--- src/sbp_pkg.sv ---
package sbp_pkg;

  // ----------------------------------------
  // Register byte offsets
  // ----------------------------------------
  localparam logic [7:0] SBP_OFS_PORT    = 8'h00;
  localparam logic [7:0] SBP_OFS_DIR     = 8'h04;
  localparam logic [7:0] SBP_OFS_ANSL    = 8'h08;
  localparam logic [7:0] SBP_OFS_ANSH    = 8'h0c;
  localparam logic [7:0] SBP_OFS_PULLUP  = 8'h10;
  localparam logic [7:0] SBP_OFS_IOC     = 8'h14;
  localparam logic [7:0] SBP_OFS_CTRL    = 8'h18;
  localparam logic [7:0] SBP_OFS_CONFIG  = 8'h1c;
  localparam logic [7:0] SBP_OFS_PORTSET = 8'h20;
  localparam logic [7:0] SBP_OFS_PORTCLR = 8'h24;

  // ----------------------------------------
  // Field positions
  // ----------------------------------------
  localparam int SBP_CTRL_GPD_BIT   = 0;
  localparam int SBP_CTRL_FLAG_BIT  = 1;
  localparam int SBP_CFG_MASTER_CLEAR_ENABLE_BIT  = 0;
  localparam int SBP_CFG_XTAL_BIT   = 1;
  localparam int SBP_PIN_THREE      = 3;

  // ----------------------------------------
  // Reset values and fixed masks
  // ----------------------------------------
  localparam logic [5:0] SBP_RST_DIR    = 6'h3f;
  localparam logic [7:0] SBP_RST_ANSL   = 8'hff;
  localparam logic [3:0] SBP_RST_ANSH   = 4'hf;
  localparam logic [5:0] SBP_RST_PULLUP = 6'h37;
  localparam logic [5:0] SBP_RST_IOC    = 6'h00;
  localparam logic [5:0] SBP_RST_LATCH  = 6'h00;
  localparam logic       SBP_RST_GPD    = 1'b1;
  localparam logic [5:0] SBP_MASK_PIN3  = 6'h08;
  localparam logic [5:0] SBP_MASK_OSC   = 6'h30;
  localparam logic [5:0] SBP_MASK_PU    = 6'h37;

endpackage

--- src/sbp_port.sv ---
`timescale 1ns/100ps
// How it works
// - Six pins, each with output latch and input path; all but pin three also have a driver.
// - Direction one turns driver off; zero drives the latch onto the pin.
// - Pin three is input only; its direction bit reads one, writes ignored.
// - Port read returns sampled pin levels; port write loads the output latch.
// - Port bit-modify writes read pins, modify bits, store result into latch.
// - With master clear enabled, pin three data reads zero.
// - Analog-selected pins read zero, also in read-modify-write read phase.
// - Analog select leaves output drive alone; latch still driven when output.
// - Four low analog select bits; one means analog, zero digital.
// - Analog select disables digital input, pull-up and change detection.
// - All pins but three have a weak pull-up with its own enable bit.
// - Pull-up forced off while the pin is an output.
// - Power-on reset disables pull-ups through the global disable bit.
// - Pin three pull-up follows master clear enable, no software control.
// - Per-pin change enables, cleared by power-on reset.
// - Enabled pins compared with last-read value; mismatches ORed into flag.
// - Pending change flag can wake the device from sleep.
// - Mismatch keeps setting flag; software reloads latch, then clears flag.
// - Last-read latch survives warm resets; flag sets again on mismatch.
// - Change coinciding with a port read sample still sets the flag.
// - In crystal oscillator mode direction bits five and four read one.
// - Individual pull-up acts only when global disable bit permits.
// - Change enable bit one enables detection, zero disables; reset zero.
module sbp_port
  import sbp_pkg::*;
(
  input  wire logic        CLK,
  input  wire logic        RESETN,
  input  wire logic        WARM_RESET,
  input  wire logic        PSEL,
  input  wire logic        PENABLE,
  input  wire logic        PWRITE,
  input  wire logic [7:0]  PADDR,
  input  wire logic [31:0] PWDATA,
  output logic      [31:0] PRDATA,
  output logic             PREADY,
  output logic             PSLVERR,
  input  wire logic [5:0]  PIN_IN,
  output logic      [5:0]  PIN_OUT,
  output logic      [5:0]  PIN_OE,
  output logic      [5:0]  PIN_PULLUP,
  output logic             WAKE
);

  // ----------------------------------------
  // State
  // ----------------------------------------
  typedef struct packed {
    logic [5:0]  sync1;
    logic [5:0]  sync2;
    logic [5:0]  sync3;
    logic [5:0]  lvl;
    logic [5:0]  lat;
    logic [5:0]  dir;
    logic [7:0]  ansl;
    logic [3:0]  ansh;
    logic [5:0]  wpu;
    logic [5:0]  ioc;
    logic [5:0]  last;
    logic        flag;
    logic        gpd;
    logic        master_clear_enable;
    logic        xtal;
    logic [31:0] prdata;
    logic        pready;
    logic        pslverr;
    logic [5:0]  pin_out;
    logic [5:0]  pin_oe;
    logic [5:0]  pin_pu;
    logic        wake;
  } sbp_state_t;

  localparam sbp_state_t SBP_RST_STATE = '{
    sync1:   6'h00,
    sync2:   6'h00,
    sync3:   6'h00,
    lvl:     6'h00,
    lat:     SBP_RST_LATCH,
    dir:     SBP_RST_DIR,
    ansl:    SBP_RST_ANSL,
    ansh:    SBP_RST_ANSH,
    wpu:     SBP_RST_PULLUP,
    ioc:     SBP_RST_IOC,
    last:    6'h00,
    flag:    1'b0,
    gpd:     SBP_RST_GPD,
    master_clear_enable:   1'b0,
    xtal:    1'b0,
    prdata:  32'h0,
    pready:  1'b0,
    pslverr: 1'b0,
    pin_out: 6'h00,
    pin_oe:  6'h00,
    pin_pu:  6'h00,
    wake:    1'b0
  };

  sbp_state_t q;
  sbp_state_t next_q;

  logic [5:0]  an_mask;
  logic [5:0]  dig_rd;
  logic [5:0]  dir_rd;
  logic [5:0]  ioc_rd;
  logic [5:0]  wpu_rd;
  logic [5:0]  mism;
  logic        setup;
  logic        access;
  logic        wr;
  logic        rd;
  logic        mapped;
  logic [31:0] rdata;

  // ----------------------------------------
  // Derived views
  // ----------------------------------------
  always_comb
  begin
    // Analog channels sit on pins 0, 1, 2 and 4
    an_mask = {1'b0, q.ansl[3], 1'b0, q.ansl[2:0]};
    dig_rd  = q.lvl & ~an_mask;
    if (q.master_clear_enable)
    begin
      dig_rd = dig_rd & ~SBP_MASK_PIN3;
    end
    dir_rd = q.dir | SBP_MASK_PIN3;
    ioc_rd = q.ioc;
    wpu_rd = q.wpu & SBP_MASK_PU;
    if (q.xtal)
    begin
      dir_rd = dir_rd | SBP_MASK_OSC;
      ioc_rd = ioc_rd | SBP_MASK_OSC;
      wpu_rd = wpu_rd | SBP_MASK_OSC;
    end
    // Change detection sees the same zeroed view as software
    mism   = (dig_rd ^ q.last) & q.ioc & ~an_mask;
    setup  = PSEL && !PENABLE && !q.pready;
    access = PSEL && PENABLE && q.pready;
    wr     = access && PWRITE;
    rd     = access && !PWRITE;
  end

  // ----------------------------------------
  // Read mux and address decode
  // ----------------------------------------
  always_comb
  begin
    rdata  = 32'h0;
    mapped = 1'b1;
    case (PADDR)
      SBP_OFS_PORT:    rdata = {26'h0, dig_rd};
      SBP_OFS_DIR:     rdata = {26'h0, dir_rd};
      SBP_OFS_ANSL:    rdata = {24'h0, q.ansl};
      SBP_OFS_ANSH:    rdata = {28'h0, q.ansh};
      SBP_OFS_PULLUP:  rdata = {26'h0, wpu_rd};
      SBP_OFS_IOC:     rdata = {26'h0, ioc_rd};
      SBP_OFS_CTRL:    rdata = {30'h0, q.flag, q.gpd};
      SBP_OFS_CONFIG:  rdata = {30'h0, q.xtal, q.master_clear_enable};
      SBP_OFS_PORTSET: rdata = {26'h0, q.lat};
      SBP_OFS_PORTCLR: rdata = {26'h0, q.lat};
      default:         mapped = 1'b0;
    endcase
  end

  // ----------------------------------------
  // Next state
  // ----------------------------------------
  always_comb
  begin
    next_q = q;

    // Three-stage pin sampling; level moves when stages two and three agree
    next_q.sync1 = PIN_IN;
    next_q.sync2 = q.sync1;
    next_q.sync3 = q.sync2;
    for (int i = 0; i < 6; i++)
    begin
      if (q.sync2[i] == q.sync3[i])
      begin
        next_q.lvl[i] = q.sync3[i];
      end
    end

    // Bus slave: no wait states, answer registered at setup
    next_q.pready  = setup;
    next_q.pslverr = setup && !mapped;
    if (setup)
    begin
      next_q.prdata = PWRITE ? 32'h0 : rdata;
    end

    if (wr)
    begin
      case (PADDR)
        SBP_OFS_PORT:    next_q.lat  = PWDATA[5:0];
        SBP_OFS_PORTSET: next_q.lat  = dig_rd | PWDATA[5:0];
        SBP_OFS_PORTCLR: next_q.lat  = dig_rd & ~PWDATA[5:0];
        SBP_OFS_DIR:     next_q.dir  = PWDATA[5:0] | SBP_MASK_PIN3;
        SBP_OFS_ANSL:    next_q.ansl = PWDATA[7:0];
        SBP_OFS_ANSH:    next_q.ansh = PWDATA[3:0];
        SBP_OFS_PULLUP:  next_q.wpu  = PWDATA[5:0] & SBP_MASK_PU;
        SBP_OFS_IOC:     next_q.ioc  = PWDATA[5:0];
        SBP_OFS_CTRL:    next_q.gpd  = PWDATA[SBP_CTRL_GPD_BIT];
        SBP_OFS_CONFIG:
        begin
          next_q.master_clear_enable = PWDATA[SBP_CFG_MASTER_CLEAR_ENABLE_BIT];
          next_q.xtal  = PWDATA[SBP_CFG_XTAL_BIT];
        end
        default:
        begin
        end
      endcase
    end

    // Any port access reloads the compare latch with what was read
    if (access && (PADDR == SBP_OFS_PORT || PADDR == SBP_OFS_PORTSET ||
                   PADDR == SBP_OFS_PORTCLR))
    begin
      // Value returned is the one sampled at setup
      next_q.last = rd ? q.prdata[5:0] : dig_rd;
    end

    // Flag: cleared by writing zero, mismatch wins
    if (wr && PADDR == SBP_OFS_CTRL && !PWDATA[SBP_CTRL_FLAG_BIT])
    begin
      next_q.flag = 1'b0;
    end
    if (|mism)
    begin
      next_q.flag = 1'b1;
    end

    // Warm reset: last-read latch and output latch untouched
    if (WARM_RESET)
    begin
      next_q.dir     = SBP_RST_DIR;
      next_q.ansl    = SBP_RST_ANSL;
      next_q.ansh    = SBP_RST_ANSH;
      next_q.wpu     = SBP_RST_PULLUP;
      next_q.ioc     = SBP_RST_IOC;
      next_q.gpd     = SBP_RST_GPD;
      next_q.flag    = |mism;
      next_q.prdata  = 32'h0;
      next_q.pready  = 1'b0;
      next_q.pslverr = 1'b0;
    end

    // Pin drivers, from current settings
    next_q.pin_out = q.lat;
    next_q.pin_oe  = ~dir_rd & ~SBP_MASK_PIN3;
    for (int i = 0; i < 6; i++)
    begin
      next_q.pin_pu[i] = q.wpu[i] & ~q.gpd & dir_rd[i] & ~an_mask[i];
    end
    next_q.pin_pu[SBP_PIN_THREE] = q.master_clear_enable;
    next_q.wake = q.flag;
  end

  // ----------------------------------------
  // Registers
  // ----------------------------------------
  always_ff @(posedge CLK or negedge RESETN)
  begin
    if (!RESETN)
    begin
      q <= SBP_RST_STATE;
    end
    else
    begin
      q <= next_q;
    end
  end

  assign PRDATA     = q.prdata;
  assign PREADY     = q.pready;
  assign PSLVERR    = q.pslverr;
  assign PIN_OUT    = q.pin_out;
  assign PIN_OE     = q.pin_oe;
  assign PIN_PULLUP = q.pin_pu;
  assign WAKE       = q.wake;
endmodule

--- config.mk ---
export PLATFORM = sky130hd
export DESIGN_NAME = sbp_port
export DESIGN_NICKNAME = d
export VERILOG_FILES = /design/src/sbp_pkg.sv /design/src/sbp_port.sv
export SDC_FILE = /design/constraint.sdc
export NUM_CORES = 1
export LEC_CHECK = 0
export ABC_AREA = 0
export ABC_CLOCK_PERIOD_IN_PS = 1800
export BUFFER_PORTS_ARGS = -buffer_cell sky130_fd_sc_hd__buf_2
export CAP_MARGIN = 15
export CORE_ASPECT_RATIO = 0.9
export CORE_MARGIN = 5
export CORE_UTILIZATION = 56
export CTS_BUF_LIST = sky130_fd_sc_hd__clkbuf_4
export DETAILED_ROUTE_END_ITERATION = 16
export PLACE_DENSITY = 0.83
export SLEW_MARGIN = 20
export SYNTH_ARGS = -nofsm -noshare
export SYNTH_HDL_FRONTEND = slang
export SYNTH_SLANG_ARGS = --single-unit
--- constraint.sdc ---
create_clock -name CLK -period 1.8 [get_ports CLK]
set_input_delay 0.09 -clock CLK [delete_from_list [all_inputs] [get_ports CLK]]
set_output_delay 0.09 -clock CLK [all_outputs]
set_load 0.05 [all_outputs]
* Yosys cells after proc, flatten, opt, wreduce, memory -nomap -nowiden
Index checks and enable logic that the tools add are counted.
Storage, ports and cells: input bits 52, bits in registers 122, logic and storage cells 133, output and inout port bits 53
Operators by class: bitwise gates (word level) 28, reduce and logical (&&, ||, !) cells 39, mux-type cells 24, equal/unequal tests 15
Operators with widths (count):
- case mux 8 bit (9 select lines) | 1
- 2-to-1 mux 32 bit | 2
- 2-to-1 mux 30 bit | 2
- 2-to-1 mux 6 bit | 7
- 2-to-1 mux 34 bit | 1
- equality test 8 x 5 -> 1 bit, second input constant | 4
- AND 6 bit | 4
- case mux 6 bit (3 select lines) | 1
- equality test 8 x 4 -> 1 bit, second input constant | 2
- equality test 8 x 6 -> 1 bit, second input constant | 2
- AND reduction 2 bit | 8
- nonzero test 2 bit | 8
- AND 1 bit | 14
- NOT 6 bit | 2
- logical AND 1 bit | 10
- OR reduction 10 bit | 1
- equality test 8 x 3 -> 1 bit, second input constant | 1
- zero test 8 bit | 1
- 2-to-1 mux 4 bit | 2
- 2-to-1 mux 8 bit | 1
- equality test 1 bit | 6
- NOT 5 -> 6 bit | 1
- OR 6 bit | 1
- nonzero test 3 bit | 2
- other kinds (9) | 22

* Logic depth before layout (Yosys ltp)
depth after elaboration 9, gate-level depth with buffers 8, gate-level depth less buffers 5

* Worst setup path before layout
OpenSTA, ideal clock, no wires.
path type flip-flop to flip-flop, start point register q (netlist bit PREADY), end point register q[75] in the netlist's numbering, stages on the path, launching flop included 6, library setup time 0.082 ns, slack -0.151 ns, required time 1.718 ns, data arrival time 1.870 ns, clock period less this slack 1.951 ns, buffers on the path 1, path through dfrtp_1 -> and3_1 -> nand2_1 -> or3_1 -> clkbuf_1 -> a211o_1
On the way: longest elaborated chain between the ends 4
RTL lines:
- start: declaration | line sbp_port.sv:100 | sbp_state_t q;
- start signal: assignment | line sbp_port.sv:272 | q <= next_q;
- logical AND 1 bit | line sbp_port.sv:140 | access = PSEL && PENABLE && q.pready;
- logical AND 1 bit | line sbp_port.sv:141 | wr = access && PWRITE;
- nonzero test 2 bit (no source line)
- AND reduction 2 bit (no source line)
No other way between the ends. A chain may end at the register's enable or synchronous reset.

* Worst setup path after layout
start point register q (netlist bit PREADY), end point register q[77] in the netlist's numbering
Same word-level chain as after synthesis.

==> flow_summary.json <==
{
  "outcome": "finished, final reports clean",
  "rows": 31,
  "syn_avg_cell_area_um2": 11.1,
  "syn_to_final_growth_pct": 11.8,
  "h-tree-depth": 3,
  "finalHoldViolCount": 0,
  "min_period_over_period_pct": 95.6,
  "place.gp.congestion": 0.921,
  "die-width_um": 104,
  "io_buffers": 55,
  "critPathRequiredTime_ns": 2.18,
  "grt_pass1_wl_um": 16500,
  "clockRootBuffer": "clkbuf_4",
  "drive_above_1_share_pct": 27.1,
  "place_hpwl_um": 7290,
  "synth_edf_count": 0,
  "rsz0062_at_grt": "no",
  "drtPass1Iterations": 6,
  "synth_top_area_share_pct": 40.7,
  "vias_per_cell": 5.64,
  "async_reset_ff_share_pct": 100,
  "yosys.area.top_type": "dfrtp_1",
  "crit_type": "flip-flop to flip-flop",
  "layout_setup_ws_ns": 0.0792,
  "setup_violations": 0,
  "antennaDiodeCount": 0,
  "core_area_um2": 7950,
  "routed_wirelength_um": 10300,
  "worstSetupStartpointType": "flip-flop",
  "min_path_type": "primary input to flip-flop",
  "end_kind": "flip-flop",
  "synth.distinct_cells": 44,
  "worst_ep_arrival_time_ns": 2.10,
  "hold_ws_ns": 0.0624,
  "yosysWarnings": 0,
  "ant_nets": 0,
  "synth-seq-cells": 96,
  "cts_max_path_buffers": 2,
  "io_pins": 105,
  "vias": 3222,
  "cts_setup_buffers": 0,
  "grt_max_degree": 97,
  "cts.reportedPaths.clkPinSlew_ns": 0.14,
  "drc": 0,
  "wl_per_cell_um": 18.0,
  "fin_nets": 519,
  "yosysSeqAreaShare_pct": 54.1,
  "fin_setup_tns_ns": 0,
  "cts_buffers": 9,
  "antenna_found_initial": 0,
  "final_max_slew_viol_count": 0,
  "clkLatencyLatePin_ns": 0.44,
  "final_cell_mix": "dfrtp_1, buf_2, nor2_1",
  "syn_inst": 406,
  "crit_fanout": 8,
  "grt_pass1_vias": 3175,
  "die_y_um": 95.0,
  "cts.sinks": 96,
  "ctsHoldBuffers": 17,
  "ys_top_cells_by_area": "dfrtp_1, dfstp_2, buf_4",
  "synth_flop_cell": "dfrtp_1",
  "dieArea_um2": 9920,
  "cts_tree": "built",
  "max_freq_ghz": 0.581,
  "grt_util_all_layers_pct": 21.6,
  "cts-resized-gates": 0,
  "finalCriticalPeriod_ns": 1.72,
  "ir_worst_vdd_mv": 0.486,
  "final_common_cell": "dfrtp_1",
  "powerDensity_nw_per_um2": 755,
  "synth_area_um2": 4490,
  "dp_slack_ns": 0.0978,
  "clock_skew_ns": 0.0160,
  "start_util_pct": 56.5,
  "p_leak_uw": 0.00231,
  "drtIter0Drc": 230,
  "gr-total-overflow": 0,
  "maxCapViolations": 0
}
==> stage by stage <==
stage / util (%) / instance area [um^2] / std cells / total power, uW
4_1_cts: 63.2 / 5020 / 571 / 3830
3_3_place_gp: 59.2 / 4710 / 538 / 2640
5_1_grt: 63.2 / 5020 / 571 / 3980
3_5_place_dp: 59.2 / 4710 / 538 / 2650
2_1_floorplan: - / 4590 / 430 / 2530
6_report: 63.2 / 5020 / 571 / 3790
==> state kept, by name (all words and copies together) (netlist names), 4 cells and up <==
| signal | flops |
|---|---|
| PRDATA | 8 |
| PIN_PULLUP | 6 |
| next_q | 20 |
| PIN_OUT | 6 |
| PIN_OE | 5 |
| an_mask | 4 |
| q | 44 |
==> final timing paths <==
check	startpoint	to	slack [ns]	depth (start not counted)
max in group asynchronous	RESETN	an_mask[1]	1.20	3
hold / removal	PSEL	PREADY	0.06	4
hold reg to reg	next_q[111]	next_q[105]	0.36	0
setup reg to reg	PREADY	q[77]	0.08	4
min in group asynchronous	RESETN	PIN_PULLUP[0]	0.23	3
setup / recovery	PREADY	q[77]	0.08	4
==> power breakdown <==
| part | leakage [uW] | internal [uW] | switching, uW |
|---|---|---|---|
| Clock | 0.0000730 | 444 | 712 |
| Combinational | 0.00103 | 121 | 288 |
| Sequential | 0.00120 | 2200 | 29.3 |
==> synth_stat cells, types with 6 or more instances <==
cell / n
dfstp_2: 23
a21oi_1: 15
maj3_1: 6
inv_1: 11
nor2_1: 37
nand2_1: 25
nor3b_1: 12
dfrtp_1: 73
mux2i_1: 13
o21ai_0: 20
nor2b_1: 16
a211o_1: 24
buf_4: 51
clkbuf_1: 7
==> routing by layer <==
layer,global-route usage [%],wire [um],part of all wire (%),up-vias
met1,30.2,4350,42,1552
li1,-,-,-,1469
met3,5.74,912,8.9,29
met2,32.3,4700,46,172
met4,8.74,305,3.0,0
met5,0,0,0,-
==> worst max-delay path, stage by stage, from the launching register on <==
cell     delay, ns
dfrtp_2       0.39
and3_4        0.22
nand2_1       0.14
or3_1         0.56
a211o_1       0.34
==> final cells by class <==
type	instances	area, um^2
Inverter	11	41.3
Sequential cell	96	2430
Timing Repair Buffer	89	601
Clock buffer	10	75.1
Fill cell	647	2930
Multi-Input combinational cell	260	1680
Tap cell	99	124
Clock inverter	6	67.6
==> cell families (layout without fill, tap and decap cells) <==
family                   Yosys count  in the layout  share of synthesized area, %
other                              1             25                        0.0835
adder cells (fa/ha/maj)            6              6                          1.34
flip-flops                        96             96                          54.1
buffers and inverters             74            116                          10.6
AO/OA/AOI/OAI                     74             74                          11.1
multiplexers                      21             21                          5.90
XOR/XNOR                           6              6                          1.17
AND/OR/NAND/NOR                  128            128                          15.7
No activity file was read; power rests on OpenSTA's default activity.
